===== config.mk =====
export PLATFORM = sky130hd
export DESIGN_NAME = bcb_top
export DESIGN_NICKNAME = d
export VERILOG_FILES = /design/src/hdl/bcb_pkg.sv /design/src/hdl/bcb_top.sv /design/src/hdl/bcb_sync.sv /design/src/hdl/bcb_timer.sv
export SDC_FILE = /design/constraint.sdc
export NUM_CORES = 1
export LEC_CHECK = 0
export BUFFER_PORTS_ARGS = -buffer_cell sky130_fd_sc_hd__buf_4
export CAP_MARGIN = 20
export CORE_MARGIN = 10
export CORE_UTILIZATION = 25
export DETAILED_ROUTE_END_ITERATION = 12
export PLACE_DENSITY_LB_ADDON = 0.08
export SYNTH_ARGS = -nofsm -noshare
export SYNTH_HDL_FRONTEND = slang
export SYNTH_HIERARCHICAL = 1
export SYNTH_SLANG_ARGS = --single-unit

===== constraint.sdc =====
create_clock -name clk -period 7.8 [get_ports clk]
set_clock_uncertainty 0.15 [all_clocks]
set_input_delay 1.17 -clock clk [delete_from_list [all_inputs] [get_ports clk]]
set_output_delay 1.17 -clock clk [all_outputs]
set_load 0.005 [all_outputs]

===== src/hdl/bcb_pkg.sv =====
package bcb_pkg;

	// register indices (word addresses, byte address = 4 * index)
	localparam logic [7:0] ADDR_CTRL   = 8'h00;
	localparam logic [7:0] ADDR_SETUP  = 8'h01;
	localparam logic [7:0] ADDR_STATUS = 8'h02;
	localparam logic [7:0] ADDR_MASK   = 8'h03;
	localparam logic [7:0] ADDR_STATE  = 8'h04;

	// control field positions
	localparam int CTRL_BOOST_ENABLE_BIT   = 0;
	localparam int CTRL_CHARGE   = 1;
	localparam int CTRL_SLEEP_BOOST_OFF  = 2;
	localparam int CTRL_SLP_ACT  = 3;
	localparam int CTRL_LOW_REQ  = 4;
	localparam int CTRL_PAMP     = 5;
	localparam int CTRL_HORN     = 6;
	localparam int CTRL_LEDLDO   = 7;
	localparam int CTRL_PGAIN    = 8;
	localparam int CTRL_BATT     = 9;
	localparam int CTRL_OTS      = 10;
	localparam int CTRL_LEDGATE  = 11;
	localparam int CTRL_AMUX_LSB = 12;
	localparam int CTRL_W        = 15;

	// setup field layout
	localparam int SET_VSEL_LSB  = 0;
	localparam int SET_IPK_LSB   = 4;
	localparam int SET_INACT_LSB = 8;
	localparam int SET_W         = 18;

	// status bits
	localparam int ST_ERR   = 0;
	localparam int ST_INACT = 1;
	localparam int ST_PG    = 2;
	localparam int ST_W     = 3;

	// reset values, soft-start peak and 2.7 V target codes
	localparam logic [CTRL_W-1:0] CTRL_RST = 15'h0000;
	localparam logic [3:0] VSEL_RST  = 4'h0;
	localparam logic [3:0] IPK_500MA = 4'hF;
	localparam logic [3:0] IPK_SOFT  = 4'h3;
	localparam logic [3:0] VSEL_2V7  = 4'h0;
	localparam logic [9:0] INACT_RST = 10'h3E7;

	// timing
	localparam int CLK_HZ       = 40_000_000;
	localparam int PG_DGL_US    = 200;
	localparam int PG_WIN_MS    = 10;
	localparam int INACT_STEP_US = 100;
	localparam int PG_DGL_CYC   = PG_DGL_US * (CLK_HZ / 1_000_000);
	localparam int PG_WIN_CYC   = PG_WIN_MS * (CLK_HZ / 1_000);
	localparam int INACT_STEP_CYC = INACT_STEP_US * (CLK_HZ / 1_000_000);

	typedef struct packed {
		logic [CTRL_W-1:0] ctrl;
		logic [SET_W-1:0]  setup;
		logic [ST_W-1:0]   status;
		logic [ST_W-1:0]   mask;
	} bcb_regs_t;

	typedef struct packed {
		logic above_target;
		logic above_95;
		logic below_3v;
		logic ipk_reached;
		logic izero;
		logic low_supply;
		logic ldo_fault;
		logic led_pin;
	} bcb_analog_t;

endpackage


===== src/hdl/bcb_top.sv =====
// Local design decisions: the register offsets and the plain strobed port.
`timescale 1ns/1ps
// Notes on behaviour
// - power-good only above 95% of target
// - power-good deglitched over 200 us
// - error latches if no power-good after 10 ms
// - power-good reads low while boost off
// - enable or charge runs boost unless sleeping-off
// - low-supply request plus comparator enables boost
// - regulator fault state always enables boost
// - charge bit self-clears on power-good
// - switch on to peak, off until zero current
// - no switching above regulation voltage
// - inactivity timer flags after programmed limit
// - peak current resets to 500 mA setting
// - soft start lowers peak below 3 V, except at the 2.7 V target once power-good
// - oscillator on with boost or amp enable bits
// - bias on when any connected block enabled; boost run only by charge or low-supply leaves it off
// - fault state forces boost and overtemp monitor
module bcb_top (
	input  wire logic        clk,
	input  wire logic        reset_n,
	input  wire logic [7:0]  addr,
	input  wire logic [31:0] wdata,
	input  wire logic        wr_en,
	input  wire logic        rd_en,
	output logic      [31:0] rdata,
	input  wire logic        above_target,
	input  wire logic        above_95,
	input  wire logic        below_3v,
	input  wire logic        ipk_reached,
	input  wire logic        izero,
	input  wire logic        low_supply_comparator,
	input  wire logic        controller_regulator_fault,
	input  wire logic        led_pulse_pin,
	output logic             switch_node,
	output logic             boost_on,
	output logic      [3:0]  peak_current,
	output logic      [3:0]  output_target_setting,
	output logic             osc_enable,
	output logic             bias_enable,
	output logic             overtemp_monitor_on,
	output logic             irq
);
	typedef enum logic [1:0] {SW_IDLE, SW_ON, SW_OFF} bcb_sw_t;

	typedef struct packed {
		bcb_pkg::bcb_regs_t regs;
		bcb_sw_t            sw;
		logic               gate;
		logic               pg_raw;
		logic [13:0]        dgl_cnt;
		logic               pg;
		logic               en_d;
		logic               win_clr;
		logic               switched;
		logic               inact_d;
		logic [31:0]        rdata;
		logic               boost_on;
		logic [3:0]         ipk;
		logic               osc;
		logic               bias;
		logic               ots;
		logic               irq;
	} bcb_state_t;

	bcb_state_t st_r;
	bcb_state_t st_nxt;

	bcb_pkg::bcb_analog_t ana_in;
	bcb_pkg::bcb_analog_t ana;
	logic [7:0] ana_q;
	logic       win_done;
	logic       inact_done;
	logic [9:0]  inact_code;
	logic [21:0] inact_lim;

	// comparator levels arrive asynchronous to clk
	assign ana_in.above_target = above_target;
	assign ana_in.above_95     = above_95;
	assign ana_in.below_3v     = below_3v;
	assign ana_in.ipk_reached  = ipk_reached;
	assign ana_in.izero        = izero;
	assign ana_in.low_supply   = low_supply_comparator;
	assign ana_in.ldo_fault    = controller_regulator_fault;
	assign ana_in.led_pin      = led_pulse_pin;

	// two stages before any logic reads a comparator
	bcb_sync u_sync (
		.clk     (clk),
		.reset_n (reset_n),
		.d       (ana_in),
		.q       (ana_q)
	);
	assign ana = ana_q;

	// good window runs while enabled and not yet good
	bcb_timer #(.W(20)) u_win (
		.clk     (clk),
		.reset_n (reset_n),
		.run     (st_r.boost_on && !st_r.pg),
		.clr     (st_r.win_clr),
		.limit   (20'(bcb_pkg::PG_WIN_CYC - 1)),
		.done    (win_done)
	);

	// codes past 999 would run beyond 100 ms, so they saturate
	assign inact_code = (st_r.regs.setup[bcb_pkg::SET_INACT_LSB +: 10] > bcb_pkg::INACT_RST)
		? bcb_pkg::INACT_RST
		: st_r.regs.setup[bcb_pkg::SET_INACT_LSB +: 10];

	// limit = (code+1) * 100 us, code 0..999 spans 100 us..100 ms
	// 100 ms is 4_000_000 cycles, hence the 22-bit counter
	assign inact_lim = 22'(
		(int'(inact_code) + 1) * bcb_pkg::INACT_STEP_CYC - 1);

	bcb_timer #(.W(22)) u_inact (
		.clk     (clk),
		.reset_n (reset_n),
		.run     (st_r.boost_on),
		.clr     (st_r.switched),
		.limit   (inact_lim),
		.done    (inact_done)
	);

	always_comb begin
		logic [bcb_pkg::CTRL_W-1:0] c;
		logic en;
		logic ctl_en;
		logic err_set;
		logic inact_set;
		logic pg_set;
		logic [bcb_pkg::ST_W-1:0] set_v;
		logic [bcb_pkg::ST_W-1:0] clr_v;
		logic [3:0] vsel;
		logic [3:0] ipk_reg;
		logic sleep_off;
		c = '0;
		en = 1'b0;
		ctl_en = 1'b0;
		err_set = 1'b0;
		inact_set = 1'b0;
		pg_set = 1'b0;
		set_v = '0;
		clr_v = '0;
		vsel = '0;
		ipk_reg = '0;
		sleep_off = 1'b0;
		st_nxt = st_r;
		st_nxt.win_clr = 1'b0;
		st_nxt.switched = 1'b0;
		st_nxt.rdata = '0;
		c = st_r.regs.ctrl;

		// register writes
		if (wr_en) begin
			case (addr)
				bcb_pkg::ADDR_CTRL: begin
					st_nxt.regs.ctrl = wdata[bcb_pkg::CTRL_W-1:0];
				end
				bcb_pkg::ADDR_SETUP: begin
					st_nxt.regs.setup = wdata[bcb_pkg::SET_W-1:0];
					if (wdata[bcb_pkg::SET_VSEL_LSB +: 4] !=
						st_r.regs.setup[bcb_pkg::SET_VSEL_LSB +: 4]) begin
						st_nxt.win_clr = 1'b1;
					end
				end
				bcb_pkg::ADDR_STATUS: begin
					clr_v = wdata[bcb_pkg::ST_W-1:0];
				end
				bcb_pkg::ADDR_MASK: begin
					st_nxt.regs.mask = wdata[bcb_pkg::ST_W-1:0];
				end
				default: begin
					// unmapped writes are dropped
				end
			endcase
		end

		// read-to-clear of the error latch
		// rdata takes the value from before the clear
		if (rd_en && addr == bcb_pkg::ADDR_STATUS) begin
			clr_v[bcb_pkg::ST_ERR] = 1'b1;
		end

		// effective enable
		sleep_off = c[bcb_pkg::CTRL_SLEEP_BOOST_OFF] && c[bcb_pkg::CTRL_SLP_ACT];
		ctl_en = (c[bcb_pkg::CTRL_BOOST_ENABLE_BIT] || c[bcb_pkg::CTRL_CHARGE])
			&& !sleep_off;
		// regulator fault ignores the sleep bits
		en = ctl_en
			|| (c[bcb_pkg::CTRL_LOW_REQ] && ana.low_supply)
			|| ana.ldo_fault;
		st_nxt.boost_on = en;
		st_nxt.en_d = en;
		if (en && !st_r.en_d) begin
			st_nxt.win_clr = 1'b1;
		end

		// power-good deglitch
		// a level must hold the whole window to be taken
		st_nxt.pg_raw = ana.above_95 && en;
		if (!en) begin
			st_nxt.pg = 1'b0;
			st_nxt.dgl_cnt = '0;
		end else if (st_r.pg_raw == st_r.pg) begin
			st_nxt.dgl_cnt = '0;
		end else if (st_r.dgl_cnt >= 14'(bcb_pkg::PG_DGL_CYC - 1)) begin
			st_nxt.pg = st_r.pg_raw;
			st_nxt.dgl_cnt = '0;
		end else begin
			st_nxt.dgl_cnt = st_r.dgl_cnt + 14'h0001;
		end

		// one-shot charge clears once power-good
		// dropping it also drops the boost next cycle
		if (st_r.pg && st_r.regs.ctrl[bcb_pkg::CTRL_CHARGE]) begin
			st_nxt.regs.ctrl[bcb_pkg::CTRL_CHARGE] = 1'b0;
		end

		// hysteretic switch control
		case (st_r.sw)
			SW_IDLE: begin
				if (st_r.boost_on && !ana.above_target) begin
					st_nxt.sw = SW_ON;
					st_nxt.switched = 1'b1;
				end
			end
			SW_ON: begin
				// boost dropped mid-pulse, open at once
				if (!st_r.boost_on) begin
					st_nxt.sw = SW_IDLE;
				end else if (ana.ipk_reached) begin
					st_nxt.sw = SW_OFF;
				end
			end
			SW_OFF: begin
				// open until the inductor has emptied
				if (ana.izero) begin
					st_nxt.sw = SW_IDLE;
				end
			end
			default: begin
				st_nxt.sw = SW_IDLE;
			end
		endcase

		// gate comes straight from its own flop
		st_nxt.gate = (st_nxt.sw == SW_ON);

		// peak current with soft start
		// reduced peak while the output is still low
		vsel = st_r.regs.setup[bcb_pkg::SET_VSEL_LSB +: 4];
		ipk_reg = st_r.regs.setup[bcb_pkg::SET_IPK_LSB +: 4];
		if (st_r.boost_on && ana.below_3v
			&& !(vsel == bcb_pkg::VSEL_2V7 && st_r.pg)) begin
			st_nxt.ipk = (ipk_reg < bcb_pkg::IPK_SOFT) ? ipk_reg : bcb_pkg::IPK_SOFT;
		end else begin
			st_nxt.ipk = ipk_reg;
		end

		// oscillator and bias
		st_nxt.osc = c[bcb_pkg::CTRL_BOOST_ENABLE_BIT] || c[bcb_pkg::CTRL_PAMP];
		st_nxt.ots = c[bcb_pkg::CTRL_OTS] || ana.ldo_fault;
		// bias follows every block that hangs off it, except boost run only by charge or low-supply
		st_nxt.bias = c[bcb_pkg::CTRL_PAMP]
			|| c[bcb_pkg::CTRL_BOOST_ENABLE_BIT]
			|| c[bcb_pkg::CTRL_HORN]
			|| c[bcb_pkg::CTRL_LEDLDO]
			|| c[bcb_pkg::CTRL_PGAIN]
			|| c[bcb_pkg::CTRL_BATT]
			|| c[bcb_pkg::CTRL_OTS]
			|| ana.ldo_fault
			|| (c[bcb_pkg::CTRL_AMUX_LSB +: 3] != 3'h0)
			|| (ana.led_pin && c[bcb_pkg::CTRL_LEDGATE]);

		// sticky status, set wins over clear
		err_set = win_done && st_r.boost_on && !st_r.pg;
		inact_set = inact_done && !st_r.inact_d;
		st_nxt.inact_d = inact_done;
		pg_set = st_r.pg;
		set_v = '0;
		set_v[bcb_pkg::ST_ERR] = err_set;
		set_v[bcb_pkg::ST_INACT] = inact_set;
		st_nxt.regs.status = (st_r.regs.status & ~clr_v) | set_v;
		// pg bit is live and read-only
		st_nxt.regs.status[bcb_pkg::ST_PG] = pg_set;
		// live power-good bit never raises the interrupt
		st_nxt.irq = (st_nxt.regs.status[bcb_pkg::ST_ERR]
			&& st_nxt.regs.mask[bcb_pkg::ST_ERR])
			|| (st_nxt.regs.status[bcb_pkg::ST_INACT]
			&& st_nxt.regs.mask[bcb_pkg::ST_INACT]);

		// read data
		if (rd_en) begin
			case (addr)
				bcb_pkg::ADDR_CTRL: begin
					st_nxt.rdata = 32'(st_r.regs.ctrl);
				end
				bcb_pkg::ADDR_SETUP: begin
					st_nxt.rdata = 32'(st_r.regs.setup);
				end
				bcb_pkg::ADDR_STATUS: begin
					st_nxt.rdata = 32'(st_r.regs.status);
				end
				bcb_pkg::ADDR_MASK: begin
					st_nxt.rdata = 32'(st_r.regs.mask);
				end
				bcb_pkg::ADDR_STATE: begin
					st_nxt.rdata = 32'({st_r.ipk, st_r.bias, st_r.osc, st_r.boost_on});
				end
				default: begin
					// unmapped words read as zero
					st_nxt.rdata = 32'h00000000;
				end
			endcase
		end
	end

	always_ff @(posedge clk or negedge reset_n) begin
		if (!reset_n) begin
			st_r <= '0;
			st_r.regs.ctrl <= bcb_pkg::CTRL_RST;
			st_r.regs.setup <= {bcb_pkg::INACT_RST, bcb_pkg::IPK_500MA,
				bcb_pkg::VSEL_RST};
			st_r.sw <= SW_IDLE;
			// peak starts at the 500 mA code
			st_r.ipk <= bcb_pkg::IPK_500MA;
		end else begin
			st_r <= st_nxt;
		end
	end

	// every output is a flop
	assign rdata = st_r.rdata;
	assign switch_node = st_r.gate;
	assign boost_on = st_r.boost_on;
	assign peak_current = st_r.ipk;
	assign output_target_setting = st_r.regs.setup[bcb_pkg::SET_VSEL_LSB +: 4];
	assign osc_enable = st_r.osc;
	assign bias_enable = st_r.bias;
	assign overtemp_monitor_on = st_r.ots;
	assign irq = st_r.irq;
endmodule


===== src/hdl/bcb_sync.sv =====
`timescale 1ns/1ps
module bcb_sync (
	input  wire logic       clk,
	input  wire logic       reset_n,
	input  wire logic [7:0] d,
	output logic      [7:0] q
);
	typedef struct packed {
		logic [7:0] s1;
		logic [7:0] s2;
	} bcb_sync_t;

	bcb_sync_t st_r;
	bcb_sync_t st_nxt;

	always_comb begin
		st_nxt.s1 = d;
		st_nxt.s2 = st_r.s1;
	end

	always_ff @(posedge clk or negedge reset_n) begin
		if (!reset_n) begin
			st_r <= '0;
		end else begin
			st_r <= st_nxt;
		end
	end

	assign q = st_r.s2;
endmodule


===== src/hdl/bcb_timer.sv =====
`timescale 1ns/1ps
// counts while run is high, restarts on clr or !run, done when count hits limit
module bcb_timer #(
	parameter int W = 20
) (
	input  wire logic         clk,
	input  wire logic         reset_n,
	input  wire logic         run,
	input  wire logic         clr,
	input  wire logic [W-1:0] limit,
	output logic              done
);
	typedef struct packed {
		logic [W-1:0] cnt;
		logic         done;
	} bcb_tmr_t;

	bcb_tmr_t st_r;
	bcb_tmr_t st_nxt;

	always_comb begin
		st_nxt = st_r;
		if (clr || !run) begin
			st_nxt.cnt = '0;
			st_nxt.done = 1'b0;
		end else if (st_r.cnt >= limit) begin
			st_nxt.done = 1'b1;
		end else begin
			st_nxt.cnt = st_r.cnt + W'(1);
		end
	end

	always_ff @(posedge clk or negedge reset_n) begin
		if (!reset_n) begin
			st_r <= '0;
		end else begin
			st_r <= st_nxt;
		end
	end

	assign done = st_r.done;
endmodule


# After elaboration in Yosys (flattened, before gate mapping)
# Cells that the tools add are included.
# classes
n_addsub,5
mul,1
n_div,0
magnitude_cmp,5
n_eq_ne,13
shift,0
mux,36
n_bitwise,3
reduce_logical,54
# op_table
cell,n
$pmux W18 S5,1
$mux W20,2
$mux W18,2
$mux W14,2
$mux W23,1
$add A22 B1 Y22 const B,1
$ge A22 B22 Y1,1
$mux W22,1
$sub A22 B1 Y22 const B,1
$mux W21,1
$add A20 B1 Y20 const B,1
$ge A20 B19 Y1 const B,1
$logic_and A1 B1 Y1,18
$mux W2,9
$mul A11 B7 Y17 const B,1
$eq A8 B2 Y1 const B,2
$logic_or A1 B1 Y1,16
$mux W15,1
$add A14 B1 Y14 const B,1
$ge A14 B13 Y1 const B,1
$mux W1,12
$add A10 B1 Y11 const B,1
$gt A10 B10 Y1 const B,1
$mux W10,1
other kinds (21),38
# word_totals
reg_bits,162
latchBits,0
mem_bits_rw,0
mem_bits_ro,0
inputBits,52
out_inout_bits,46
word_cells,144
mem_count,0

# Depth between registers and ports, before layout
# Gate-level depths: netlist of the first run.
# depth
ltp_word,9
ltp_mapped,37
mapped_depth_nobuf,33

# Cells and area by module
# The synthesis of the first run kept the hierarchy.
# modules_own_cells
mod,n_inst,cells_each,area_per_inst_um2,seq_area_each_um2
bcb_top,1,639,6459.9,2222.1
bcb_timer at u_inact,1,223,1853.0,575.6
bcb_timer at u_win,1,193,1649.1,525.5
bcb_sync,1,16,400.4,400.4

# Worst setup path after synthesis of the first run
# Ideal clock, no wire load.
# synth_timing
kind,reg2reg
from,reg st_r[83] (netlist bit)
to,reg u_inact/st_r[10] (netlist bit)
setup_time_ps,78
t_arrival_ps,7735
required_time_ps,7572
setup_slack_ps,-163
stages_incl_launch_ff,33
path_buffers,4
synth_period_minus_slack_ps,7963
path_cell_list,dfstp_2 buf_4 and4_4 and2_1 clkbuf_1 nor2_1 inv_1 ha_1 clkbuf_1 xnor2_1 ha_1 xnor2_1 fa_1 fa_1 fa_1 inv_1 ha_1 a21oi_2 nand2b_1 nand3_1 xnor2_1 nand4_2 nor3_2 xor2_1 inv_1 ha_1 a21oi_1 nand2_1 a221oi_2 nand2_1 clkbuf_1 or4_1 a21oi_1
# synth_between
elab_chain_cells,7
# synth_lines
element,line,rtl
"start, declared",bcb_top.sv:67,bcb_state_t st_r;
"start signal, assigned",bcb_top.sv:330,st_r <= st_nxt;
$gt A10 B10 Y1,bcb_top.sv:108,assign inact_code = (st_r.regs.setup[bcb_pkg::SET_INACT_LSB +: 10] > bcb_pkg::INACT_RST)
$mux W10 *,bcb_top.sv:109,? bcb_pkg::INACT_RST
$add A10 B1 Y11 *,bcb_top.sv:115,(int'(inact_code) + 1) * bcb_pkg::INACT_STEP_CYC - 1);
$mul A11 B7 Y17 *,bcb_top.sv:115,
$sub A22 B1 Y22 *,bcb_top.sv:115,
named net inact_lim[20],bcb_top.sv:76,logic [21:0] inact_lim;
$ge A22 B22 Y1 *,bcb_timer.sv:26,end else if (st_r.cnt >= limit) begin
$ne A2 B1 Y1 (no source line) *,n/a,
"end signal, assigned",bcb_timer.sv:37,st_r <= st_nxt;
"end, declared",bcb_timer.sv:18,bcb_tmr_t st_r;
# Mark *: on every way through the listed nets, which the timed path passes. The rest lies on a longest branch.
# A chain may end at the register's enable or synchronous reset.

# Final worst setup path of the first run
# layout_timing
from,reg st_r[84] (netlist bit)
to,reg u_inact/st_r[18] (netlist bit)
# The elaborated chain is that of the path after synthesis.

==> results.py, run 1 <==
metrics = {
    "run_status": {
        "status": "completed",
    },
    "worst_setup_path": {
        "critPathKind": "reg2reg",
        "crit_start": "st_r[84]$_DFFE_PN1P_",
        "crit_path_end_kind": "flip-flop",
        "r2r-start": "st_r[84]$_DFFE_PN1P_",
        "ff2ff_path_depth": 33,
        "crit_fanout": 11,
        "endpoint": "u_inact/st_r[18]$_DFFE_PN0P_",
        "cp.arrival_ps": 7750,
        "cp-start-kind": "flip-flop",
        "reg2reg_slack_ps": 260,
        "r2r-end": "u_inact/st_r[18]$_DFFE_PN0P_",
        "crit_required_ps": 8010,
        "cp_slowest_cell": "dfstp_2",
        "max_stage_delay_ps": 530,
    },
    "timing": {
        "setup_violations": 0,
        "slew_violations": 0,
        "rsz0062_at_grt": "true",
        "period_minus_slack_ps": 7536,
        "fin_hold_ws_ps": 198.8,
        "timing.final.crit_share_pct": 96.61,
        "relSlewSlack_pct": 40.54,
        "worst_slew_pin_slew_ps": 880.4,
        "finalSetupTns_ps": 0,
        "hold_viol": 0,
        "max_freq_ghz": 0.1327,
    },
    "route": {
        "dr.pass1.iters": 5,
        "routed_wl_um": 27830,
        "via_count": 7876,
        "drc": 0,
        "drtAntennaViolNets": 0,
        "routedWlPerCell_um": 15.88,
        "first_iter_violations": 407,
        "viasPerCell": 4.493,
    },
    "cts": {
        "clockBufferDepth": 2,
        "cts_tree": "built",
        "numCtsBuffers": 17,
        "cts.sinks": 148,
        "h-tree-depth": 4,
        "root_buffer": "clkbuf_16",
        "path_clk_slew_ps": 80,
        "postCtsHoldBufs": 0,
        "clk_latency_ps": 440,
    },
    "pwr": {
        "internal_power_mw": 1.536,
        "ir_drop_uv": 201.8,
        "power_density_nw_per_um2": 177.9,
        "power.total_mw": 2.292,
        "pwr-share-comb_pct": 27.3,
        "swShare_pct": 33.00,
        "power_leakage_nw": 5.963,
        "clockPowerShare_pct": 37.2,
        "switchingPower_mw": 0.7562,
        "power_frac_seq_pct": 35.5,
    },
    "synth": {
        "synth_area_leader_cell": "dfrtp_1",
        "synth_common_cells": "132 x dfrtp_1, 106 x inv_1, 85 x ha_1",
        "synth.yosys.seq_area_share_pct": 35.93,
        "ys_ff_latch": 148,
        "yosys_warnings": 6,
        "syn-cell-area_sq_um": 10360,
        "synth_top_area_share_pct": 31.88,
        "syn_area_per_cell_sq_um": 9.675,
        "synth_top_flop_cell": "dfrtp_1",
        "synth_cell_types": 78,
        "synth_edf_count": 0,
        "synth.most_common_cell": "dfrtp_1",
        "ys_top_cells_by_area": "dfrtp_1 32%, ha_1 10%, fa_1 5.0%",
        "syn_inst": 1071,
        "async_flop_share_pct": 100.0,
    },
    "min_path": {
        "hold_path.class": "reg2reg",
        "hp-start": "u_sync/st_nxt[0]$_DFF_PN0_",
    },
    "layout": {
        "multi_input_area_sq_um": 6325,
        "syn_to_final_growth_pct": 24.31,
        "final_net_count": 1371,
        "nFillCells": 4346,
        "layout-drive-gt1-share_pct": 26.45,
        "final_area_sq_um": 12880,
        "seqCellArea_sq_um": 3724,
        "n_antenna_cell": 0,
    },
    "grt": {
        "antenna_found_initial": 0,
        "grtUsageTotal_pct": 11.11,
        "grt-ovfl-total": 0,
        "grt_pass1_vias": 8104,
        "grt_pass1_wl_um": 45220,
        "grt_max_degree": 83,
    },
    "floorplan": {
        "pin_count": 98,
        "die_y_um": 223.6,
        "initial_core_util_pct": 25.32,
        "fp.coreArea_sq_um": 40920,
        "fp.dieArea_sq_um": 49990,
        "die_w_um": 223.6,
        "fp-row-count": 74,
    },
    "place": {
        "hpwlAfterDp_um": 20730,
        "placed_area_sq_um": 11710,
        "gp_congestion": 0.7292,
        "io_buffers": 69,
    },
    "job": {
        "maxCapViolCount": 0,
    },
}
-- critical path, delay by kind of cell, from the launching register on --
kind,cells,cell delay (ps)
compound gates,6,1080
xor+xnor,3,460
flops,1,530
simple gates,9,1620
buf+inv,8,1050
fa+ha+maj,7,2510
-- state kept, by name, indices dropped and copies added, names as in the netlist --
signal	cells
u_win/st_r	20
osc_enable	1
irq	1
st_r	55
bias_enable	1
u_inact/done	1
boost_on	1
st_nxt	1
switch_node	1
u_win/done	1
u_inact/st_r	22
peak_current	4
rdata	18
u_sync/st_nxt	8
output_target_setting	4
overtemp_monitor_on	1
u_sync/q	8
-- logic make-up after synthesis --
| kind of cell | Yosys count | share of synthesized area [%] |
|---|---|---|
| and+or+nand+nor | 339 | 17.63 |
| AOI/OAI and AO/OA | 190 | 12.41 |
| buffers and inverters | 178 | 8.561 |
| DFF | 148 | 35.93 |
| adders and majority gates | 111 | 15.29 |
| xor gates and xnor gates | 53 | 4.480 |
| muxes | 50 | 5.627 |
| other | 2 | 0.07247 |
-- what timing repair did --
action | 4_1_cts | 5_1_grt
pin swaps | 2 | 40
gates resized for setup | 6 | 71
endpoints found under the setup margin | 23 | 23
gates cloned | 0 | 4
setup buffers | 0 | 12
-- layer usage --
metal,vias up,routed length (um),global-route usage [%]
met2,102,12650,17.54
met4,0,317,3.204
li1,3942,-,-
met3,18,1148,2.631
met1,3814,13720,14.80
met5,-,0,0
-- cell type report --
cell class                      count  share of cell area [%]
Multi-Input combinational cell    789                   49.10
Clock inverter                     15                   1.379
Tap cell                          532                   5.168
Timing Repair Buffer              145                   9.024
Clock buffer                       17                   3.303
Inverter                          107                   3.118
Sequential cell                   148                   28.91
-- stage by stage --
stage / util (%) / setup slack [ps] / std cells
global placement: 28.62 / -186.5 / 1706
CTS: 30.19 / 6.662 / 1738
finish: 31.48 / 264.3 / 1753
global route: 31.48 / -146.7 / 1753
detailed placement: 28.62 / -198.4 / 1706
floorplan: - / 1.384 / 1115
-- layout by cell type, fill, tap and decap left out, types with 11 or more instances in the layout --
cell type and count:
o31ai_1 22, and3_1 17, clkbuf_16 19, mux2i_1 11, nand2_1 72, nand2b_1 13, nand3_1 37, nor2_1 66
mux2_2 30, nand4_1 17, dfstp_2 16, ha_1 78, o21ai_0 22, a21oi_1 64, nor3_1 12, or4_1 20
xor2_1 22, inv_1 100, dfrtp_1 132, buf_4 136, conb_1 46, fa_1 26, xnor2_1 24
-- power by group through the flow --
stage	sequential, mW	combinational [mW]	clock (mW)
after floorplan	0.821	0.363	0
after global placement	0.829	0.537	0
after detailed placement	0.829	0.539	0
after CTS	0.814	0.550	0.881
after global routing	0.818	0.713	0.916
final	0.814	0.626	0.852
-- worst min path at each step --
| stage | end | slack [ps] | depth (start not counted) |
|---|---|---|---|
| 2_1_floorplan | u_sync/q[0]$_DFF_PN0_ | 180 | 0 |
| 3_3_place_gp | u_sync/q[1]$_DFF_PN0_ | 180 | 0 |
| 3_5_place_dp | u_sync/q[0]$_DFF_PN0_ | 180 | 0 |
| 4_1_cts | u_sync/q[0]$_DFF_PN0_ | 200 | 0 |
| 5_1_grt | u_sync/q[0]$_DFF_PN0_ | 210 | 0 |
| 6_report | u_sync/q[0]$_DFF_PN0_ | 200 | 0 |
Note: power is estimated with default switching activity, not from simulation.
==> inputs of run 2 (changes only) <==
- CORE_ASPECT_RATIO: unset -> 1.2
==> results.py, run 2 (synthesized netlist as in run 1, its figures left out) <==
metrics = {
    "place": {
        "dp.cells": 1715,
        "placed_area_sq_um": 11740,
        "hpwlAfterDp_um": 20840,
        "dp_slack_ps": -147.6,
        "io_buffers": 69,
        "gp_congestion": 0.7381,
    },
    "layout": {
        "largest_reg_flops": 55,
        "layout.cells.non_filler": 1763,
        "final_area_sq_um": 12950,
        "reg_top3": "st_r (55), u_inact/st_r (22), u_win/st_r (20)",
        "syn_to_final_growth_pct": 24.98,
        "final_net_count": 1374,
        "layout-drive-gt1-share_pct": 26.80,
        "mostFrequentLayoutCells": "138 x buf_4, 132 x dfrtp_1, 99 x inv_1",
        "top_register": "st_r",
        "n_antenna_cell": 0,
        "final_common_cell": "buf_4",
    },
    "route": {
        "dr.pass1.iters": 5,
        "routed_wl_um": 27800,
        "first_iter_violations": 362,
        "viasPerCell": 4.487,
        "drtAntennaViolNets": 0,
        "routedWlPerCell_um": 15.77,
        "drc": 0,
        "via_count": 7910,
    },
    "timing": {
        "period_minus_slack_ps": 7580,
        "finalSetupTns_ps": 0,
        "setup_violations": 0,
        "fin_hold_ws_ps": 200.2,
        "slew_violations": 0,
        "max_freq_ghz": 0.1319,
        "fin_ws_ps": 219.9,
        "relSlewSlack_pct": 42.40,
        "hold_viol": 0,
        "rsz0062_at_grt": "true",
        "worst_slew_pin_slew_ps": 852.8,
        "timing.final.crit_share_pct": 97.18,
    },
    "job": {
        "maxCapViolCount": 0,
    },
    "floorplan": {
        "pin_count": 98,
        "die_y_um": 243.0,
        "fp-row-count": 81,
        "die_w_um": 205.9,
        "fp.dieArea_sq_um": 50030,
        "initial_core_util_pct": 25.37,
        "fp.coreArea_sq_um": 40840,
    },
    "cts": {
        "cts_tree": "built",
        "root_buffer": "clkbuf_16",
        "path_clk_slew_ps": 70,
        "clockBufferDepth": 2,
        "h-tree-depth": 4,
        "numCtsBuffers": 17,
        "clk_latency_ps": 450,
        "cts.sinks": 148,
    },
    "worst_setup_path": {
        "cpLargestDelayFamily": "adder cells",
        "r2r-start": "st_r[85]$_DFFE_PN1P_",
        "crit_required_ps": 8000,
        "cp-start-kind": "flip-flop",
        "cp.arrival_ps": 7780,
        "ff2ff_path_depth": 33,
        "critPathKind": "reg2reg",
        "r2r-end": "u_inact/st_r[11]$_DFFE_PN0P_",
        "cp_slowest_cell": "dfstp_2",
        "critical_path_buf_inv_count": 8,
        "crit_fanout": 11,
        "crit_path_end_kind": "flip-flop",
        "max_stage_delay_ps": 530,
        "reg2reg_slack_ps": 220,
    },
    "pwr": {
        "ir_drop_uv": 157.3,
        "clockPowerShare_pct": 37.4,
        "power_density_nw_per_um2": 179.6,
        "power_leakage_nw": 6.001,
        "power_frac_seq_pct": 35.0,
        "switchingPower_mw": 0.7561,
        "pwr-share-comb_pct": 27.5,
        "swShare_pct": 32.51,
        "internal_power_mw": 1.570,
    },
    "grt": {
        "grt_pass1_vias": 8253,
        "gr-usage-met3_pct": 2.985,
        "antenna_found_initial": 0,
        "grt.met1_usage_pct": 14.13,
        "grt_max_degree": 84,
        "grt_pass1_wl_um": 45480,
        "grt-ovfl-total": 0,
        "grt.busiest_layer": "met2",
        "grtUsageTotal_pct": 11.28,
        "grt_use_met2_pct": 18.55,
    },
    "run_status": {
        "status": "completed",
    },
    "min_path": {
        "hp-start": "u_sync/st_nxt[1]$_DFF_PN0_",
        "hold_path.class": "reg2reg",
        "min_to": "u_sync/q[1]$_DFF_PN0_",
        "hold_depth": 0,
    },
}
-- run 2: power groups by stage --
stage	Combinational [mW]	Sequential (mW)	Clock, mW
6_report	0.640	0.815	0.870
5_1_grt	0.728	0.819	0.929
3_5_place_dp	0.537	0.829	0
3_3_place_gp	0.535	0.829	0
2_1_floorplan	0.363	0.821	0
4_1_cts	0.544	0.815	0.903
-- run 2: what timing repair did --
action | CTS | global route
setup endpoints to repair | 23 | 23
buffers inserted | 0 | 12
cloned | 0 | 4
hold buffers | 0 | 0
gates resized for setup | 5 | 77
pin swaps | 2 | 39
-- run 2: cell type report --
cell class	instances	area [sq um]
clock inverter	15	187.7
timing repair buffer	148	1189
fill	4305	27890
sequential	148	3724
inverter	107	404.1
multi-input combinational	789	6347
tap	539	674.4
clock buffer	17	425.4
-- run 2: layer usage --
| layer | vias to the layer above | routed length [um] |
|---|---|---|
| met2 | 103 | 13560 |
| met1 | 3837 | 12600 |
| met4 | 0 | 345 |
| met3 | 18 | 1292 |
| met5 | - | 0 |
| li1 | 3952 | - |
-- run 2: stage by stage --
step           utilization (%)  total power [mW]
4_1_cts                  30.30             2.263
3_5_place_dp             28.74             1.367
3_3_place_gp             28.74             1.364
2_1_floorplan                -             1.184
6_report                 31.71             2.326
5_1_grt                  31.71             2.476
-- run 2: worst max path at each step --
stage                         start                           end  slack, ps  depth (start not counted)
3_3_place_gp   st_r[85]$_DFFE_PN1P_   u_inact/st_r[2]$_DFFE_PN0P_       -180                         33
2_1_floorplan  st_r[83]$_DFFE_PN1P_  u_inact/st_r[13]$_DFFE_PN0P_          1                         34
4_1_cts        st_r[85]$_DFFE_PN1P_  u_inact/st_r[12]$_DFFE_PN0P_         10                         33
3_5_place_dp   st_r[85]$_DFFE_PN1P_  u_inact/st_r[12]$_DFFE_PN0P_       -150                         33
6_report       st_r[85]$_DFFE_PN1P_  u_inact/st_r[11]$_DFFE_PN0P_        220                         33
5_1_grt        st_r[86]$_DFFE_PN1P_  u_inact/st_r[11]$_DFFE_PN0P_       -210                         38
-- run 2: worst reg2reg max path: cells and delay by family (launching register included) --
| kind | cells | cell delay [ps] |
|---|---|---|
| buffers and inverters | 8 | 1000 |
| adders and majority gates | 7 | 2570 |
| xor gates and xnor gates | 3 | 490 |
| AOI/OAI and AO/OA | 6 | 1140 |
| and+or+nand+nor | 9 | 1610 |
| DFF | 1 | 530 |
